==> src/inc/apo_pkg.sv <==
/*
  Shared constants for the converter output control block: register map,
  field positions, reset values, the rate-select codes and the cycle
  counts of the output pipeline and the warm-up window.
  Assumes a 32-bit Avalon-MM slave with byte addressing and one clock.
*/
package apo_pkg;

  // Register byte offsets
  localparam logic [4:0] ADDR_CTRL       = 5'h00;
  localparam logic [4:0] ADDR_STATUS     = 5'h04;
  localparam logic [4:0] ADDR_IRQ_STATUS = 5'h08;
  localparam logic [4:0] ADDR_IRQ_MASK   = 5'h0C;
  localparam logic [4:0] ADDR_LAST_CODE  = 5'h10;

  // Control register fields
  localparam int CTRL_FORCE_SLEEP_BIT = 0;
  localparam logic [31:0] CTRL_RESET  = 32'h0000_0000;

  // Status register fields
  localparam int STAT_RATE_LSB      = 0;
  localparam int STAT_RATE_MSB      = 1;
  localparam int STAT_EXT_REF_BIT   = 2;
  localparam int STAT_SLEEP_BIT     = 3;
  localparam int STAT_VALID_BIT     = 4;

  // Interrupt status and mask layout
  localparam int IRQ_WIDTH          = 3;
  localparam int IRQ_OVERRANGE_BIT  = 0;
  localparam int IRQ_WARMUP_BIT     = 1;
  localparam int IRQ_RATE_CHG_BIT   = 2;
  localparam logic [IRQ_WIDTH-1:0] IRQ_RESET = 3'h0;

  // Last-code register fields
  localparam int LAST_OR_BIT        = 12;

  // Rate-select codes, upper bit first
  typedef enum logic [1:0] {
    RATE_SLEEP  = 2'h0,
    RATE_UP_5   = 2'h1,
    RATE_UP_20  = 2'h2,
    RATE_UP_28  = 2'h3
  } apo_rate_type;

  // Level the pull devices give an undriven rate-select pin
  localparam logic PULL_RATE_HI = 1'h1;
  localparam logic PULL_RATE_LO = 1'h0;

  // Result format
  localparam int CODE_WIDTH   = 12;
  localparam int LEVEL_WIDTH  = 14;
  localparam logic signed [LEVEL_WIDTH-1:0] LEVEL_MIN = 14'sh3800;
  localparam logic signed [LEVEL_WIDTH-1:0] LEVEL_MAX = 14'sh07FF;
  localparam logic [CODE_WIDTH-1:0] CODE_ZERO = 12'h000;
  localparam logic [CODE_WIDTH-1:0] CODE_FULL = 12'hFFF;

  // Converter clock counts
  localparam int PIPE_DEPTH     = 8;
  localparam int WARMUP_CYCLES  = 20;
  localparam logic [4:0] WARMUP_LAST = 5'(WARMUP_CYCLES);

endpackage : apo_pkg

==> src/verilog/apo_output_ctrl.sv <==
/*
  Digital control and output side of a 12-bit pipelined sampling
  converter: reference select, two-pin rate/sleep programming with pull
  defaults, falling-edge sampling, eight-clock result pipeline, range
  flag, warm-up tracking, and an Avalon-MM register slave with interrupt.
  Assumes mclk is much faster than the converter clock, which arrives
  on a pin and is sampled like every other pin input.
*/
// Our own choices: the Avalon-MM register port and the placing of the registers.

module apo_output_ctrl
  import apo_pkg::*;
(
  // Clock and reset
  input  wire logic                       mclk,
  input  wire logic                       reset_n,
  // Converter pins
  input  wire logic                       conv_clk,
  input  wire logic                       ref_source_select,
  input  wire logic                       rate_select_hi,
  input  wire logic                       rate_select_hi_driven,
  input  wire logic                       rate_select_lo,
  input  wire logic                       rate_select_lo_driven,
  input  wire logic signed [LEVEL_WIDTH-1:0] analog_level,
  // Result outputs
  output logic        [CODE_WIDTH-1:0]    sample_code_bus,
  output logic                            out_of_range,
  output logic                            data_valid,
  // Reference and power state
  output logic                            ref_external_active,
  output logic                            ref_internal_power,
  output logic        [1:0]               rate_setting,
  output logic                            sleep_active,
  // Avalon-MM slave
  input  wire logic   [4:0]               avs_address,
  input  wire logic                       avs_read,
  input  wire logic                       avs_write,
  input  wire logic   [31:0]              avs_writedata,
  input  wire logic   [3:0]               avs_byteenable,
  output logic        [31:0]              avs_readdata,
  output logic                            avs_waitrequest,
  // Interrupt
  output logic                            irq
);

  // Synchroniser stages for all pin inputs
  localparam int PIN_WIDTH = 6 + LEVEL_WIDTH;

  logic [PIN_WIDTH-1:0]         pin_meta;         // First stage, read only by second
  logic [PIN_WIDTH-1:0]         pin_sync;         // Second stage, safe to use
  logic                         conv_clk_prev;    // Delayed copy for edge detect
  logic                         conv_fall;        // Falling edge of converter clock
  logic                         sync_clk;         // Synchronised converter clock
  logic                         sync_ref;         // Synchronised reference select
  logic                         sync_hi;          // Synchronised upper rate pin
  logic                         sync_hi_drv;      // Upper pin driven from outside
  logic                         sync_lo;          // Synchronised lower rate pin
  logic                         sync_lo_drv;      // Lower pin driven from outside
  logic signed [LEVEL_WIDTH-1:0] sync_level;      // Synchronised input level

  logic [1:0]                   pin_rate;         // Rate code after pulls
  logic                         sleep_now;        // Sleep from pins or software
  logic [CODE_WIDTH-1:0]        next_code;        // Converted code for this sample
  logic                         next_or;          // Range flag for this sample

  logic [CODE_WIDTH-1:0]        code_pipe [PIPE_DEPTH];  // Results in flight
  logic                         or_pipe   [PIPE_DEPTH];  // Range flags in flight
  logic [4:0]                   warm_count;       // Converter clocks since reset

  logic [31:0]                  ctrl;             // Control register
  logic [IRQ_WIDTH-1:0]         irq_status;       // Sticky event bits
  logic [IRQ_WIDTH-1:0]         irq_mask;         // Event enables
  logic [IRQ_WIDTH-1:0]         irq_event;        // Events this cycle
  logic [1:0]                   rate_prev;        // Rate seen last cycle
  logic                         bus_req;          // Read or write pending
  logic                         bus_take;         // Request completes this edge
  logic [31:0]                  read_mux;         // Read data for current address

  // Two-flop synchroniser on every pin input
  always_ff @(posedge mclk) begin
    if (!reset_n) begin
      pin_meta <= '0;
      pin_sync <= '0;
    end else begin
      pin_meta <= {conv_clk, ref_source_select, rate_select_hi,
                   rate_select_hi_driven, rate_select_lo,
                   rate_select_lo_driven, analog_level};
      pin_sync <= pin_meta;
    end
  end

  // Unpack the synchronised pins
  assign {sync_clk, sync_ref, sync_hi, sync_hi_drv, sync_lo, sync_lo_drv,
          sync_level} = pin_sync;

  // Edge detector reads only the second stage
  always_ff @(posedge mclk) begin
    if (!reset_n) begin
      conv_clk_prev <= 1'b0;
    end else begin
      conv_clk_prev <= sync_clk;
    end
  end

  assign conv_fall = conv_clk_prev & ~sync_clk;

  // pull devices fill in undriven pins
  always_comb begin
    pin_rate[1] = sync_hi_drv ? sync_hi : PULL_RATE_HI;
    pin_rate[0] = sync_lo_drv ? sync_lo : PULL_RATE_LO;
  end

  assign sleep_now = (pin_rate == RATE_SLEEP) || ctrl[CTRL_FORCE_SLEEP_BIT];

  // clamp and flag inputs beyond full scale
  always_comb begin
    next_or   = 1'b0;
    next_code = CODE_ZERO;
    if (sync_level < LEVEL_MIN) begin
      next_or   = 1'b1;
      next_code = CODE_ZERO;
    end else if (sync_level > LEVEL_MAX) begin
      next_or   = 1'b1;
      next_code = CODE_FULL;
    end else begin
      // offset binary is two's complement with MSB inverted
      next_code = {~sync_level[CODE_WIDTH-1], sync_level[CODE_WIDTH-2:0]};
    end
  end

  // first stage takes the sample on the falling edge
  always_ff @(posedge mclk) begin
    if (!reset_n) begin
      code_pipe[0] <= CODE_ZERO;
      or_pipe[0]   <= 1'b0;
    end else if (conv_fall && !sleep_now) begin
      code_pipe[0] <= next_code;
      or_pipe[0]   <= next_or;
    end
  end

  // remaining stages shift once per converter clock
  for (genvar i = 1; i < PIPE_DEPTH; i++) begin : g_stage
    always_ff @(posedge mclk) begin
      if (!reset_n) begin
        code_pipe[i] <= CODE_ZERO;
        or_pipe[i]   <= 1'b0;
      end else if (conv_fall && !sleep_now) begin
        code_pipe[i] <= code_pipe[i-1];
        or_pipe[i]   <= or_pipe[i-1];
      end
    end
  end

  // eighth falling edge after sampling drives the pins
  always_ff @(posedge mclk) begin
    if (!reset_n) begin
      sample_code_bus <= CODE_ZERO;
      out_of_range    <= 1'b0;
    end else if (conv_fall && !sleep_now) begin
      // Changes on the falling edge, so it is stable at the rising edge
      sample_code_bus <= code_pipe[PIPE_DEPTH-1];
      out_of_range    <= or_pipe[PIPE_DEPTH-1];
    end
  end

  // count converter clocks until the output is trustworthy
  always_ff @(posedge mclk) begin
    if (!reset_n) begin
      warm_count <= 5'h00;
      data_valid <= 1'b0;
    end else if (conv_fall && warm_count != WARMUP_LAST) begin
      // Sleep does not restart the count; the capture side waits itself
      warm_count <= warm_count + 5'h01;
      data_valid <= (warm_count + 5'h01) == WARMUP_LAST;
    end
  end

  // reference source follows the select pin
  always_ff @(posedge mclk) begin
    if (!reset_n) begin
      ref_external_active <= 1'b0;
      ref_internal_power  <= 1'b1;
    end else begin
      ref_external_active <= sync_ref;
      // internal reference off while external one is used
      ref_internal_power  <= ~sync_ref;
    end
  end

  // publish decoded rate and sleep state
  always_ff @(posedge mclk) begin
    if (!reset_n) begin
      rate_setting <= RATE_UP_20;
      sleep_active <= 1'b0;
      rate_prev    <= RATE_UP_20;
    end else begin
      rate_setting <= pin_rate;
      sleep_active <= sleep_now;
      rate_prev    <= pin_rate;
    end
  end

  // Events that raise sticky interrupt bits
  always_comb begin
    irq_event                    = '0;
    irq_event[IRQ_OVERRANGE_BIT] = conv_fall && !sleep_now && or_pipe[PIPE_DEPTH-1];
    irq_event[IRQ_WARMUP_BIT]    = conv_fall && (warm_count + 5'h01) == WARMUP_LAST;
    irq_event[IRQ_RATE_CHG_BIT]  = pin_rate != rate_prev;
  end

  // Bus handshake terms
  assign bus_req  = avs_read | avs_write;
  assign bus_take = bus_req & ~avs_waitrequest;

  // One wait cycle, then a one-cycle low waitrequest per request
  always_ff @(posedge mclk) begin
    if (!reset_n) begin
      avs_waitrequest <= 1'b1;
    end else if (!avs_waitrequest) begin
      avs_waitrequest <= 1'b1;
    end else if (bus_req) begin
      avs_waitrequest <= 1'b0;
    end
  end

  // Read multiplexer; unmapped addresses read as zero
  always_comb begin
    read_mux = 32'h0000_0000;
    unique case (avs_address)
      ADDR_CTRL:       read_mux = ctrl;
      ADDR_STATUS: begin
        read_mux[STAT_RATE_MSB:STAT_RATE_LSB] = rate_setting;
        read_mux[STAT_EXT_REF_BIT]            = ref_external_active;
        read_mux[STAT_SLEEP_BIT]              = sleep_active;
        read_mux[STAT_VALID_BIT]              = data_valid;
      end
      ADDR_IRQ_STATUS: read_mux[IRQ_WIDTH-1:0] = irq_status;
      ADDR_IRQ_MASK:   read_mux[IRQ_WIDTH-1:0] = irq_mask;
      ADDR_LAST_CODE: begin
        read_mux[CODE_WIDTH-1:0] = sample_code_bus;
        read_mux[LAST_OR_BIT]    = out_of_range;
      end
      default:         read_mux = 32'h0000_0000;
    endcase
  end

  // Read data is prepared while waitrequest is still high
  always_ff @(posedge mclk) begin
    if (!reset_n) begin
      avs_readdata <= 32'h0000_0000;
    end else if (avs_read && avs_waitrequest) begin
      avs_readdata <= read_mux;
    end
  end

  // Control register, low byte only carries fields
  always_ff @(posedge mclk) begin
    if (!reset_n) begin
      ctrl <= CTRL_RESET;
    end else if (bus_take && avs_write && avs_address == ADDR_CTRL
                 && avs_byteenable[0]) begin
      ctrl[CTRL_FORCE_SLEEP_BIT] <= avs_writedata[CTRL_FORCE_SLEEP_BIT];
    end
  end

  // Interrupt mask register
  always_ff @(posedge mclk) begin
    if (!reset_n) begin
      irq_mask <= IRQ_RESET;
    end else if (bus_take && avs_write && avs_address == ADDR_IRQ_MASK
                 && avs_byteenable[0]) begin
      irq_mask <= avs_writedata[IRQ_WIDTH-1:0];
    end
  end

  // Sticky status, write one to clear; a new event wins over the clear
  always_ff @(posedge mclk) begin
    if (!reset_n) begin
      irq_status <= IRQ_RESET;
    end else if (bus_take && avs_write && avs_address == ADDR_IRQ_STATUS
                 && avs_byteenable[0]) begin
      irq_status <= (irq_status & ~avs_writedata[IRQ_WIDTH-1:0]) | irq_event;
    end else begin
      irq_status <= irq_status | irq_event;
    end
  end

  // Level interrupt from any unmasked status bit
  always_ff @(posedge mclk) begin
    if (!reset_n) begin
      irq <= 1'b0;
    end else begin
      irq <= |(irq_status & irq_mask);
    end
  end

endmodule : apo_output_ctrl

==> config.mk <==
export PLATFORM = sky130hd
export DESIGN_NAME = apo_output_ctrl
export DESIGN_NICKNAME = d
export VERILOG_FILES = /design/src/inc/apo_pkg.sv /design/src/verilog/apo_output_ctrl.sv
export SDC_FILE = /design/constraint.sdc
export NUM_CORES = 1
export LEC_CHECK = 0
export BUFFER_PORTS_ARGS = -buffer_cell sky130_fd_sc_hd__clkbuf_2
export CORE_AREA = 2 2 113 115
export DETAILED_ROUTE_END_ITERATION = 16
export DIE_AREA = 0 0 115 117
export PLACE_DENSITY_LB_ADDON = 0.15
export SYNTH_ARGS = -nofsm -noshare
export SYNTH_HDL_FRONTEND = slang
export SYNTH_SLANG_ARGS = --single-unit
==> constraint.sdc <==
create_clock -name mclk -period 7.85 [get_ports mclk]
set_input_delay 0.3925 -clock mclk [delete_from_list [all_inputs] [get_ports mclk]]
set_output_delay 0.3925 -clock mclk [all_outputs]
set_load 0.005 [all_outputs]
**Yosys cells after proc, flatten, opt, wreduce, memory -nomap -nowiden**

Memory sizes are Yosys's and may differ from the RTL's. A register that Yosys moved wholly into a read port is not among the register bits.
Cells that the tools add are included.

- Input bits: 65
- Memories kept: 2
- Output and inout bits: 53
- Bits in writable memories: 104
- Register bits: 75
- Word-level logic and storage cells: 106

Memory list:

| name | depth | bits a word | rd ports | clocked after Yosys merged registers in | write ports | RTL line | source |
|---|---|---|---|---|---|---|---|
| code_pipe | 8 | 12 | 8 | 1 | 8 | apo_output_ctrl.sv:66 | `logic [CODE_WIDTH-1:0] code_pipe [PIPE_DEPTH];` |
| or_pipe | 8 | 1 | 8 | 0 | 8 | apo_output_ctrl.sv:67 | `logic or_pipe [PIPE_DEPTH];` |

- $lt $le $gt $ge: 2
- Reduce and logical (&&, ||, !) cells: 19
- Equality and inequality tests: 7
- Mux-type cells: 31
- Bitwise logic cells: 28
- $add $sub $neg: 1

Operators with widths:

| cell | count |
|---|---|
| 12-bit two-way mux | 10 |
| 1-bit two-way mux | 17 |
| 1-bit bitwise OR | 17 |
| 3-bit one-hot mux with 5 select lines | 1 |
| 14-bit by 12-bit greater-than comparator with 1-bit output (second input constant) | 1 |
| 14-bit by 12-bit less-than comparator with 1-bit output (second input constant) | 1 |
| 1-bit logical AND | 12 |
| 5-bit by 4-bit equality test with 1-bit output (second input constant) | 2 |
| 5-bit equality test (second input constant) | 2 |
| 8-bit two-way mux | 1 |
| 3-bit AND | 2 |
| 3-bit bitwise OR | 2 |
| 5-bit by 1-bit adder with 5-bit output (second input constant) | 1 |
| 5-bit by 3-bit equality test with 1-bit output (second input constant) | 1 |
| 5-bit zero test | 1 |
| 5-bit != test (second input constant) | 1 |
| 1-bit inverter | 4 |
| 2-bit one-hot mux with 2 select lines | 1 |
| 3-bit two-way mux | 1 |
| 3-bit inverter | 1 |
| 3-bit OR reduction | 1 |
| 1-bit AND | 2 |
| 1-bit zero test | 2 |
| 2-bit zero test | 1 |
| other kinds (3) | 3 |

**Longest topological paths before layout**

Gate-level depths: netlist (run 1).

- Word-level depth: 9
- Depth in mapped cells: 7
- Gate-level depth less buffers: 6

**Worst setup path after synthesis (run 1)**

OpenSTA, ideal clock, no wires.

- Path kind: register to register
- From: register pin_sync[16]
- To: memory code_pipe[0][0], enable pin
- Arrival: 2,992 ps
- Slack: 4,402 ps
- Stages on the path, launching flop included: 6
- Cell sequence: dfxtp_1 > nor2b_4 > a21oi_1 > a21boi_1 > buf_2 > inv_1

RTL lines:

| element | RTL line | source |
|---|---|---|
| start, declared | apo_output_ctrl.sv:50 | `logic [PIN_WIDTH-1:0] pin_sync;` |
| start signal, assigned | apo_output_ctrl.sv:88 | `pin_sync <= pin_meta;` |
| end, declared | apo_output_ctrl.sv:66 |  |

==> summary by stage, run 1 <==
Outcome
The run finished with clean final reports.

Setup path
The setup path with the least slack is of type reg -> reg. Traced cell by cell, the critical path runs through nor2b_1 > a21boi_1 > buf_4 > clkinv_2 > buf_4. The category of the worst setup path launch point is a register. The top cell family by delay on the critical path is buffers and inverters. The most frequent cell on the critical path is sky130_fd_sc_hd__buf_4. The largest individual stage delay along the critical path comes from the cell sky130_fd_sc_hd__buf_4. The total buffers and inverters traversed by the critical path is 3. Data on the critical path is required at its endpoint by 7.90 ns.

At the worst endpoint, the arrival time is 2.84 ns. The stage delay of the slowest cell on the critical path is 0.69 ns. STA classifies the critical path endpoint as a register. The largest fanout on the critical path is 57.

Finish
The area added between synthesis and finish is 12.6%. The fraction of layout cells with a size suffix above 1 is 17.2%. The number of standard cells in the final layout excluding fillers is 803.

The commonest non-fill, non-tap cell in the layout is sky130_fd_sc_hd__and2_1. The number of nets in the finished design is 708. The number of diodes added for antenna fixing is 0. The area of all placed cells without fillers is 8160 sq um. The library cells used most frequently in the layout, excluding fill and tap cells, are 135 x sky130_fd_sc_hd__and2_1, 103 x sky130_fd_sc_hd__edfxtp_1, 88 x sky130_fd_sc_hd__dfxtp_1.

Yosys
The number of flops mapped to enable cells by yosys is 103. The cell count after synthesis came out at 585. Of the synthesized area, sequential elements account for 67.0%. The register bit total from synthesis is 191.

The synthesized area is 7240 sq um. For this run, the number of Yosys warnings is 0. The number of distinct library cell variants in the gate-level netlist after synthesis is 44.

A synthesized cell averages 12.4 sq um. For this run, asynchronously set or reset flops after synthesis account for 0%. The most common flop cell mapped by yosys is sky130_fd_sc_hd__edfxtp_1.

Power and ir drop
Power spread over the standard cell area amounts to 250 nW/um^2. The analysis attributes to net switching a power of 0.000398 W. The total internal power is 0.00164 W. In this run, flip-flops and latches consume 54.2% of the power.

The switching fraction of total power is 19.5%. Combinational logic burns 3.4% of the power. The total leakage power is 3.25 nW. The maximum VDD drop is 0.167 mV. The final total power is 0.00204 W. The clock network accounts for 42.4% of the total power.

Worst hold path
The worst hold-check path type is in -> reg.

Clock tree
The H-tree was split into 4 levels. The root buffer cell chosen for the clock tree is sky130_fd_sc_hd__clkbuf_16. The number of buffers added to fix hold violations after cts is 0.

Buffers added to address setup during post-CTS repair amount to 0. The number of clock buffers added by TritonCTS is 17. The clock tree from TritonCTS is built. Clock latency on the worst-skew pair, taken at its later pin, is 0.42 ns. CTS saw 191 sinks.

The count of cells resized by post-cts repair is 0. The clock edge transition at the registers on the reported setup and hold paths is 0.06 ns. No sink is reached through more buffers than the 2 on the longest clock path.

STA
The final number of setup-violating endpoints is 0. Summed over all failing endpoints, the final setup total negative slack is 0 ns. The final max-slew violation count is 0.

The post-layout minimum cycle time is 2.79 ns. The worst clock skew is 0.00775 ns. Across all hold checks on the routed design, the worst slack comes to 0.177 ns. For the pin with the worst max-slew slack, the measured transition is 0.768 ns. The maximum clock frequency is 358 MHz. The worst path uses 35.6% of the clock period. Setup repair after global routing left no endpoint under its margin. The number of hold-slack violations in the final timing report is 0. Headroom to the max-slew limit came out at 48.7%.

GRT
The total congestion overflow is 0. For this run, the total global-route usage over all layers was measured as 16.4%. The first-pass GRT wire length is 16800 um.

The initial antenna violation count is 0. The number of global-route vias before repair is 3803. The maximum number of pins on one net before global-route repair is 106.

Detailed routing
The mean number of vias per cell is 5.14. In the final routed layout, each cell accounts on average for 12.9 um. For this run, design rule violations remaining after detail routing come to 0. The detail route stage leaves a number of antenna-violating nets equal to 0.

After detailed routing, the total wire length is 10400 um. The total via count in the routed design is 4129. The number of optimization iterations in the first detailed-route pass is 4.

For this block, the initial DRC count from the detailed router was 264.

Floorplanning
The die is 115 um wide. The initial core utilization is 58.8%. Row generation in the floorplan step produced 41 rows. The total area inside the core boundary comes to 12300 sq um. 118 I/O pins were placed. The full die area is 13500 sq um. The floorplan die height is 117 um.

Flow run
The tool flagged a number of max-cap violations equal to 0.

Placed design
The number of placed instances, taps included is 771. Summing all placed instances gives a cell area of 7540 sq um. The congestion estimate from routability-driven global placement came to 0.848. The number of buffers added on ports is 66. The estimated wirelength of the detail-placed design is 6400 um.
## metal layers
| metal | wire length (um) | part of all wire [%] | track usage [%] |
|---|---|---|---|
| met5 | 0 | 0 | 0 |
| met3 | 428 | 4.1 | 4.74 |
| met4 | 269 | 2.6 | 10.7 |
| met1 | 4560 | 44 | 18.2 |
| met2 | 5120 | 49 | 27.7 |
## registers in the layout, summed over array words and instances, names as in the netlist, 2 cells and up
| name | flops |
|---|---|
| avs_readdata | 13 |
| rate_prev | 2 |
| sample_code_bus | 12 |
| pin_sync | 20 |
| irq_mask | 3 |
| or_pipe | 8 |
| warm_count | 5 |
| pin_meta | 20 |
| irq_status | 3 |
| code_pipe | 96 |
## cell families (layout without fill, tap and decap cells)
kind of cell,after synthesis,in the layout,share of synthesized area [%]
AND/OR/NAND/NOR,255,255,19.6
AO/OA/AOI/OAI,62,62,6.10
multiplexers,8,8,1.16
other,1,19,0.0518
flip-flops,191,191,67.0
adder cells (fa/ha/maj),3,3,0.518
XOR/XNOR,6,6,0.725
buffers and inverters,59,109,4.85
## worst paths after layout
| check | start | to | slack, ns | cells past startpoint |
|---|---|---|---|---|
| setup reg to reg | conv_clk_prev | code_pipe[1][11] | 5.06 | 5 |
| hold / removal | analog_level[2] | pin_meta[2] | 0.18 | 2 |
| hold reg to reg | pin_sync[18] | ref_internal_power | 0.39 | 1 |
| setup / recovery | conv_clk_prev | code_pipe[1][11] | 5.06 | 5 |
## synthesized netlist by cell type (2+ instances only)
cell                       count  area share (%)
sky130_fd_sc_hd__nor2_1       39             2.0
sky130_fd_sc_hd__a21oi_1      16             1.1
sky130_fd_sc_hd__edfxtp_1    103              43
sky130_fd_sc_hd__clkbuf_1     21             1.1
sky130_fd_sc_hd__a21boi_1     10             1.0
sky130_fd_sc_hd__nor2b_1       9            0.78
sky130_fd_sc_hd__nor3b_1       3            0.31
sky130_fd_sc_hd__mux2_2        3            0.47
sky130_fd_sc_hd__and2_1      135              12
sky130_fd_sc_hd__and3_1        4            0.35
sky130_fd_sc_hd__buf_2         5            0.35
sky130_fd_sc_hd__xnor2_1       6            0.73
sky130_fd_sc_hd__o21ai_0       6            0.41
sky130_fd_sc_hd__nand4b_1      2            0.24
sky130_fd_sc_hd__buf_6         7             1.1
sky130_fd_sc_hd__a22o_1       17             2.1
sky130_fd_sc_hd__nor3_1        4            0.28
sky130_fd_sc_hd__a221oi_1      4            0.48
sky130_fd_sc_hd__dfxtp_1      88              24
sky130_fd_sc_hd__nand3_1      10            0.69
sky130_fd_sc_hd__nand2_1      40             2.1
sky130_fd_sc_hd__buf_4        19             2.0
sky130_fd_sc_hd__inv_1         7            0.36
sky130_fd_sc_hd__ha_1          3            0.52
sky130_fd_sc_hd__mux2i_1       5            0.69
## stage by stage
stage                     utilization, %  setup slack [ns]
after detailed placement            61.2              4.79
after CTS                           66.2              5.06
after global placement              61.2              4.86
final                               66.2              5.06
after floorplan                        -              4.40
after global routing                66.2              4.84
## power groups by stage
stage               clock [W]  combinational [W]  sequential, W
floorplan                   0          0.0000566        0.00112
global placement            0          0.0000672        0.00112
detailed placement          0          0.0000697        0.00113
CTS                  0.000882          0.0000702        0.00110
global route         0.000924          0.0000790        0.00111
finish               0.000864          0.0000694        0.00110
## area by class of cell
cell class | count | area (sq um)
sequential | 191 | 4850
fill | 922 | 4160
multi-input combinational | 353 | 2110
clock buffer | 24 | 549
timing repair buffer | 70 | 360
tap | 150 | 188
clock inverter | 8 | 68.8
inverter | 7 | 27.5
## worst register-to-register path, stage by stage (launching register included)
cell	delay, ns
sky130_fd_sc_hd__dfxtp_1	0.30
sky130_fd_sc_hd__nor2b_1	0.49
sky130_fd_sc_hd__a21boi_1	0.14
sky130_fd_sc_hd__buf_4	0.22
sky130_fd_sc_hd__clkinv_2	0.55
sky130_fd_sc_hd__buf_4	0.70
(Power assumes the default switching activity.)
==> run 2: changes to the inputs <==
CORE_AREA = 2 2 124 126   (was 2 2 113 115)
DIE_AREA = 0 0 126 128   (was 0 0 115 117)
clock period = 2.5 ns   (was 7.85 ns; I/O delays follow)
==> run 2 against run 1 <==
Clock-buffer cell count rose by 3. Register-to-register slack lost 4.4 ns. Flip-flop and latch count unchanged. Clock skew hardly changed. Sequential share of layout area fell by 2.2 points. Routed wire length increased by 2.6%. Final cell count grew 8.0%. Critical path type unchanged. Combinational power rose to 3.7 times the previous value. Sequential power rose to 3.1 times the previous value. Clock power rose to 3.0 times the previous value. Worst setup slack worse by 4.4 ns.
==> summary by stage, run 2 (synthesis gave the netlist of run 1 again) <==
Outcome
Result of the run: completed (unchanged).

Flow run
The max-cap violation count is 0 (unchanged).

Placed design
The final estimated routing congestion in global placement is 0.766 (was 0.848). The number of buffers added on ports is 66 (unchanged). The estimated wirelength of the detail-placed design came to 6430 um (was 6400 um). The setup slack after placement is 0.679 ns (was 4.79 ns).

Floorplanning
The initial core utilization was 48.7% (was 58.8%). The count of standard-cell rows came to 45 (was 41). The number of ports placed on the die boundary is 118 (unchanged). The core region area is 14900 sq um (was 12300 sq um). The die extent in x is 126 um (was 115 um). The floorplan die height was 128 um (was 117 um). The full die area is 16100 sq um (was 13500 sq um).

Detailed routing
The routed wirelength normalized by instance count is 12.3 um (was 12.9 um). The number of optimization iterations in the first detailed-route pass is 7 (was 4). The total via count in the routed design is 4141 (was 4129).

The antenna violation net count after detailed routing came to 0 (unchanged). The post-route DRC violation count is 0 (unchanged). The initial DRC count was 351 (was 264). The overall routed net length is 10600 um (was 10400 um). The mean number of vias per cell is 4.78 (was 5.14).

GRT
The total congestion overflow is 0 (unchanged). The first-pass GRT wire length is 18100 um (was 16800 um). The maximum number of pins on one net before global-route repair is 106 (unchanged). The initial antenna violation count was 0 (unchanged). The total routing resource utilization after global routing was 14.1% (was 16.4%). The number of global-route vias before repair is 3974 (was 3803).

Clock tree
The post-CTS setup buffer count came to 0 (unchanged). The clock edge transition at the registers on the reported setup and hold paths was 0.06 ns (about the same). The deepest clock path buffer count was 2 (unchanged). The buffer type at the clock tree root is sky130_fd_sc_hd__clkbuf_16 (unchanged).

The H-tree depth reported by CTS was 4 (unchanged). The number of buffers created by CTS came to 17 (unchanged). The count of clock tree sinks came to 191 (unchanged). The clock tree from TritonCTS is built (unchanged).

The clock latency on the worst-skew pair is 0.42 ns (about the same).

Finish
The number of diodes added for antenna fixing was 0 (unchanged). The register with the highest flop count was code_pipe (unchanged). The filler cell count in the final layout is 1222 (was 922). The area added between synthesis and finish is 16.8% (was 12.6%). The commonest non-fill, non-tap cell in the layout is sky130_fd_sc_hd__and2_1 (unchanged).

The number of nets in the finished design is 734 (was 708). Highest-count cells in the layout ignoring fill and taps: 135 x sky130_fd_sc_hd__and2_1, 103 x sky130_fd_sc_hd__edfxtp_1, 88 x sky130_fd_sc_hd__dfxtp_1 (unchanged). The fraction of layout cells with a size suffix above 1 came to 15.8% (was 17.2%). The flip-flop count of the largest register after layout is 96 (unchanged). The final cell utilization of the core is 56.9% (was 66.2%). Registers with the highest flip-flop counts: code_pipe x96, pin_meta x20, pin_sync x20 (unchanged).

STA
The worst setup slack after layout is 0.680 ns (was 5.06 ns). The maximum clock frequency is 550 MHz (was 358 MHz). The post-layout minimum cycle time is 1.82 ns (was 2.79 ns). The worst relative slew slack is 50.8% (was 48.7%). The slew at the pin with the worst max-slew slack is 0.737 ns (was 0.768 ns). The post-route clock period utilization is 72.8% (was 35.6%).

RSZ-0062 raised after global routing: no (unchanged). The number of hold-slack violations in the final timing report is 0 (unchanged). The final max-slew violation count came to 0 (unchanged). The worst clock skew was 0.00779 ns (was 0.00775 ns). The final number of setup-violating endpoints is 0 (unchanged). The worst hold slack across all endpoints came to 0.0160 ns (was 0.177 ns).

Setup path
The largest fanout on the critical path was 53 (was 57). The endpoint class of the critical path is a register (unchanged). The class of the most critical setup path was reg -> reg (unchanged).

The worst path arrival time came to 1.97 ns (was 2.84 ns). The data required time of the critical path is 2.65 ns (was 7.90 ns). The category of the worst setup path launch point is a register (unchanged).

Power and ir drop
The total power per unit cell area was 746 nW/um^2 (was 250 nW/um^2). The total leakage power is 3.34 nW (was 3.25 nW). The maximum VDD drop is 0.489 mV (was 0.167 mV).

Worst hold path
The worst hold-check path type is in -> reg (unchanged).
-- run 2: cell count changes in the layout (fill, tap and decap cells not counted), moves of 2 or more --
cell                            before  now
sky130_fd_sc_hd__dlygate4sd3_1       0   24
sky130_fd_sc_hd__clkbuf_16          21   19
sky130_fd_sc_hd__clkbuf_1            0    6
sky130_fd_sc_hd__clkinv_2            6    0
sky130_fd_sc_hd__clkbuf_2           68   66
sky130_fd_sc_hd__clkinv_1            0    3
sky130_fd_sc_hd__buf_12              0    3
-- run 2: report_power, final --
group,internal (W),total [W],switching [W]
logic,0.000118,0.000257,0.000140
registers,0.00342,0.00346,0.0000419
clock network,0.00154,0.00259,0.00105
total,0.00507,0.00631,0.00124
-- run 2: repair_timing --
item,in CTS,in global routing
endpoints found under the hold margin,23,0
resized for setup,0,0
hold buffers,24,0
-- run 2: worst max-delay path: stages, from the launching register on --
cell,delay [ns]
sky130_fd_sc_hd__dfxtp_1,0.31
sky130_fd_sc_hd__nor2b_4,0.17
sky130_fd_sc_hd__a21oi_2,0.10
sky130_fd_sc_hd__a21boi_2,0.22
sky130_fd_sc_hd__clkinvlp_4,0.38
sky130_fd_sc_hd__buf_12,0.34
-- run 2: per-layer routing --
layer | GRT usage [%] | part of all wire [%] | wire length, um | vias up
met5 | 0 | 0 | 0 | -
met4 | 6.21 | 2.0 | 208 | 0
met3 | 3.80 | 4.2 | 447 | 16
met2 | 24.4 | 51 | 5420 | 86
met1 | 16.5 | 43 | 4570 | 1931
li1 | - | - | - | 2108
-- run 2: worst paths after layout --
check                         from            endpoint  slack [ns]  depth (start not counted)
hold reg to reg       pin_sync[18]  ref_internal_power        0.39                          1
setup reg to reg      pin_sync[16]     code_pipe[0][8]        0.68                          5
hold / removal    avs_writedata[0]         irq_mask[0]        0.02                          3
setup / recovery      pin_sync[16]     code_pipe[0][8]        0.68                          5
-- run 2: layout make-up --
| type | count | area (sq um) | share of cell area, % |
|---|---|---|---|
| Clock buffer | 27 | 526 | 6.21 |
| Clock inverter | 5 | 48.8 | 0.577 |
| Inverter | 7 | 30.0 | 0.355 |
| Multi-Input combinational cell | 353 | 2110 | 25.0 |
| Sequential cell | 191 | 4850 | 57.4 |
| Tap cell | 188 | 235 | 2.78 |
| Timing Repair Buffer | 96 | 653 | 7.72 |
-- run 2: per-stage QoR --
stage | cells | setup TNS [ns] | total power [W] | cell area, sq um
CTS | 867 | 0 | 0.00638 | 8460
floorplan | 603 | -34.11 | 0.00370 | 7330
detailed placement | 811 | 0 | 0.00376 | 7650
finish | 867 | 0 | 0.00631 | 8460
global placement | 811 | 0 | 0.00375 | 7650
global route | 867 | 0 | 0.00657 | 8460
==> run 3: changes to the inputs <==
CORE_AREA = 2 2 117 119   (was 2 2 124 126)
DIE_AREA = 0 0 119 121   (was 0 0 126 128)
clock period = 1.9 ns   (was 2.5 ns; I/O delays follow)
==> run 3 against run 2 <==
Critical path depth unchanged. Sequential share of layout area down 0.20 points. Clock skew about the same. Critical path type is now in -> reg. Final cell count down 0.69%. Largest power group unchanged. Combinational power up 37%. Register-to-register slack worse by 0.43 ns. Largest cell class unchanged. Cell area up 0.35%. First-iteration DRC count down 4.3%. Worst hold slack better by 0.069 ns. Routed wire length up 4.7%. Worst setup slack worse by 0.46 ns. Global-route usage up 2.6 points.
==> summary by stage, run 3 (synthesis gave the netlist of run 1 again) <==
STA
RSZ-0062 raised after global routing: no (unchanged). The post-layout minimum cycle time is 1.68 ns. The number of hold-slack violations in the final timing report is 0 (unchanged). The worst clock skew came to 0.00735 ns (was 0.00779 ns). For this run, the top clock speed supported by timing is 596 MHz. The final max-slew violation count came to 0 (unchanged).

The slew at the pin with the worst max-slew slack is 0.698 ns (was 0.737 ns). The post-route clock period utilization is 88.3%. The final number of setup-violating endpoints is 0 (unchanged). The worst hold slack across all endpoints is 0.0847 ns (was 0.0160 ns).

The worst relative slew slack is 53.4% (was 50.8%). The worst setup slack after layout is 0.222 ns (was 0.680 ns).

Setup path
The worst path arrival time came to 1.98 ns (was 1.97 ns). The most numerous cell type found on the critical path is sky130_fd_sc_hd__dlygate4sd3_1. The slack of the worst reg-to-reg path is 0.25 ns (was 0.68 ns). The data required time of the critical path was 2.20 ns (was 2.65 ns). The endpoint class of the critical path is a register (unchanged). The largest fanout on the critical path is 73 (was 53). The cell depth of the worst flop-to-flop path is 4 (was 5). The endpoint of the worst-slack reg-to-reg timing path is or_pipe[0][0] (was code_pipe[0][8]). The cell with the largest stage delay on the worst path is sky130_fd_sc_hd__dlygate4sd3_1 (was sky130_fd_sc_hd__clkinvlp_4). Chain of cells forming the critical path: dlygate4sd3_1 > clkbuf_2 > buf_4 > o211ai_1 > dlygate4sd3_1 (was nor2b_4 > a21oi_2 > a21boi_2 > clkinvlp_4 > buf_12).

The class of the most critical setup path is in -> reg (was reg -> reg). The category of the worst setup path launch point was an input port (was register). The beginning of the worst register-to-register path is conv_clk_prev (was pin_sync[16]). The stage delay of the slowest cell on the critical path was 0.58 ns (was 0.38 ns).

Detailed routing
The routed wirelength normalized by instance count is 12.9 um (was 12.3 um). The post-route DRC violation count was 0 (unchanged). The mean number of vias per cell is 4.93 (was 4.78). The overall routed net length is 11100 um (was 10600 um). The antenna violation net count after detailed routing was 0 (unchanged). The total via count in the routed design is 4241 (was 4141). The initial DRC count is 336 (was 351). The number of optimization iterations in the first detailed-route pass came to 4 (was 7).

Floorplanning
The count of standard-cell rows is 42 (was 45). The die extent in x was 119 um (was 126 um). The floorplan die height was 121 um (was 128 um). The core region area is 13100 sq um (was 14900 sq um). The number of ports placed on the die boundary is 118 (unchanged). The full die area is 14400 sq um (was 16100 sq um).

The initial core utilization is 55.4% (was 48.7%).

Clock tree
The number of buffers created by CTS is 17 (unchanged). The clock tree from TritonCTS is built (unchanged). The clock edge transition at the registers on the reported setup and hold paths is 0.06 ns (about the same). The clock latency on the worst-skew pair was 0.42 ns (about the same). The deepest clock path buffer count is 2 (unchanged). The post-CTS setup buffer count is 0 (unchanged). The H-tree depth reported by CTS is 4 (unchanged). The count of cells resized by post-cts repair came to 0 (unchanged).

The count of clock tree sinks is 191 (unchanged). The buffer type at the clock tree root was sky130_fd_sc_hd__clkbuf_16 (unchanged).

Worst hold path
The start point of the worst min-delay path was avs_address[1] (was avs_writedata[0]). The worst hold-check path type is in -> reg (unchanged). The capture endpoint of the worst hold path was avs_readdata[0] (was irq_mask[0]). The number of instances on the worst hold path is 4 (was 3).

Finish
The number of nets in the finished design came to 740 (was 734). The fraction of layout cells with a size suffix above 1 was 17.2% (was 15.8%). The area added between synthesis and finish is 17.2% (was 16.8%).

The flip-flop count of the largest register after layout came to 96 (unchanged). The register with the highest flop count is code_pipe (unchanged). Highest-count cells in the layout ignoring fill and taps: 135 x sky130_fd_sc_hd__and2_1, 103 x sky130_fd_sc_hd__edfxtp_1, 88 x sky130_fd_sc_hd__dfxtp_1 (unchanged).

The number of standard cells in the final layout excluding fillers was 861 (was 867). The commonest non-fill, non-tap cell in the layout is sky130_fd_sc_hd__and2_1 (unchanged). Registers with the highest flip-flop counts: code_pipe x96, pin_meta x20, pin_sync x20 (unchanged).

The number of diodes added for antenna fixing was 0 (unchanged).

Power and ir drop
The total power per unit cell area is 978 nW/um^2 (was 746 nW/um^2). The maximum VDD drop is 0.579 mV (was 0.489 mV). The total leakage power is 3.38 nW (was 3.34 nW).

GRT
The number of global-route vias before repair came to 4100 (was 3974). The met3 track demand over resource in global routing is 4.56% (was 3.80%). The total congestion overflow is 0 (unchanged).

The initial antenna violation count came to 0 (unchanged). The total routing resource utilization after global routing came to 16.7% (was 14.1%). The maximum number of pins on one net before global-route repair is 74 (was 106). The most used routing layer is met2 (unchanged). The routing usage on met1 came to 19.4% (was 16.5%). The first-pass GRT wire length came to 18700 um (was 18100 um). The met2 capacity usage during global routing is 28.0% (was 24.4%).

Outcome
Result of the run: completed (unchanged).

Placed design
The estimated wirelength of the detail-placed design is 6760 um (was 6430 um). The setup slack after placement is 0.250 ns (was 0.679 ns). The number of buffers added on ports is 66 (unchanged). The final estimated routing congestion in global placement is 0.851 (was 0.766).

The number of placed instances, taps included is 803 (was 811).

Flow run
The max-cap violation count came to 0 (unchanged).
[run 3: metal layers]
metal / up-vias / routed length [um] / part of all wire [%]
met5: - / 0 / 0
met4: 0 / 280 / 2.5
met3: 21 / 460 / 4.1
met2: 105 / 5690 / 51
met1: 1996 / 4710 / 42
li1: 2119 / - / -
[run 3: final cells by class]
type / instances / area, sq um
fillers: 990 / 4590
multi-input cells: 353 / 2110
well taps: 176 / 220
flip-flops and latches: 191 / 4850
repair buffers: 102 / 691
clock inverters: 9 / 50.0
inverters: 7 / 30.0
clock buffers: 23 / 532
[run 3: critical path, delay by kind of cell]
family	cells	cell delay, ns
AOI/OAI and AO/OA	1	0.15
buffers and inverters	4	1.71
[run 3: worst max-delay path by stage]
stage	from	depth (start not counted)	endpoint	slack, ns
after floorplan	pin_sync[16]	5	code_pipe[0][0]	-0.93
after global placement	conv_clk_prev	4	or_pipe[0][0]	0.29
after detailed placement	conv_clk_prev	4	or_pipe[0][0]	0.25
after CTS	reset_n	5	avs_waitrequest	0.22
after global routing	reset_n	5	avs_waitrequest	0.08
final	reset_n	5	avs_waitrequest	0.22
[run 3: repair_timing]
item / in CTS / in global routing
endpoints found under the setup margin: 0 / 0
hold buffers: 26 / 0
hold endpoints to repair: 26 / 0
[run 3: per-stage QoR]
stage | cell area, sq um | util, % | TNS, ns | total power [W]
after global routing | 8490 | 64.9 | 0 | 0.00862
after detailed placement | 7650 | 58.5 | 0 | 0.00495
after CTS | 8490 | 64.9 | 0 | 0.00837
after floorplan | 7330 | - | -95.91 | 0.00487
after global placement | 7650 | 58.5 | 0 | 0.00493
final | 8490 | 64.9 | 0 | 0.00830
[run 3: power breakdown]
part | internal [W] | switching, W
Sequential | 0.00450 | 0.0000524
Clock | 0.00197 | 0.00143
Combinational | 0.000159 | 0.000194
Total | 0.00662 | 0.00168
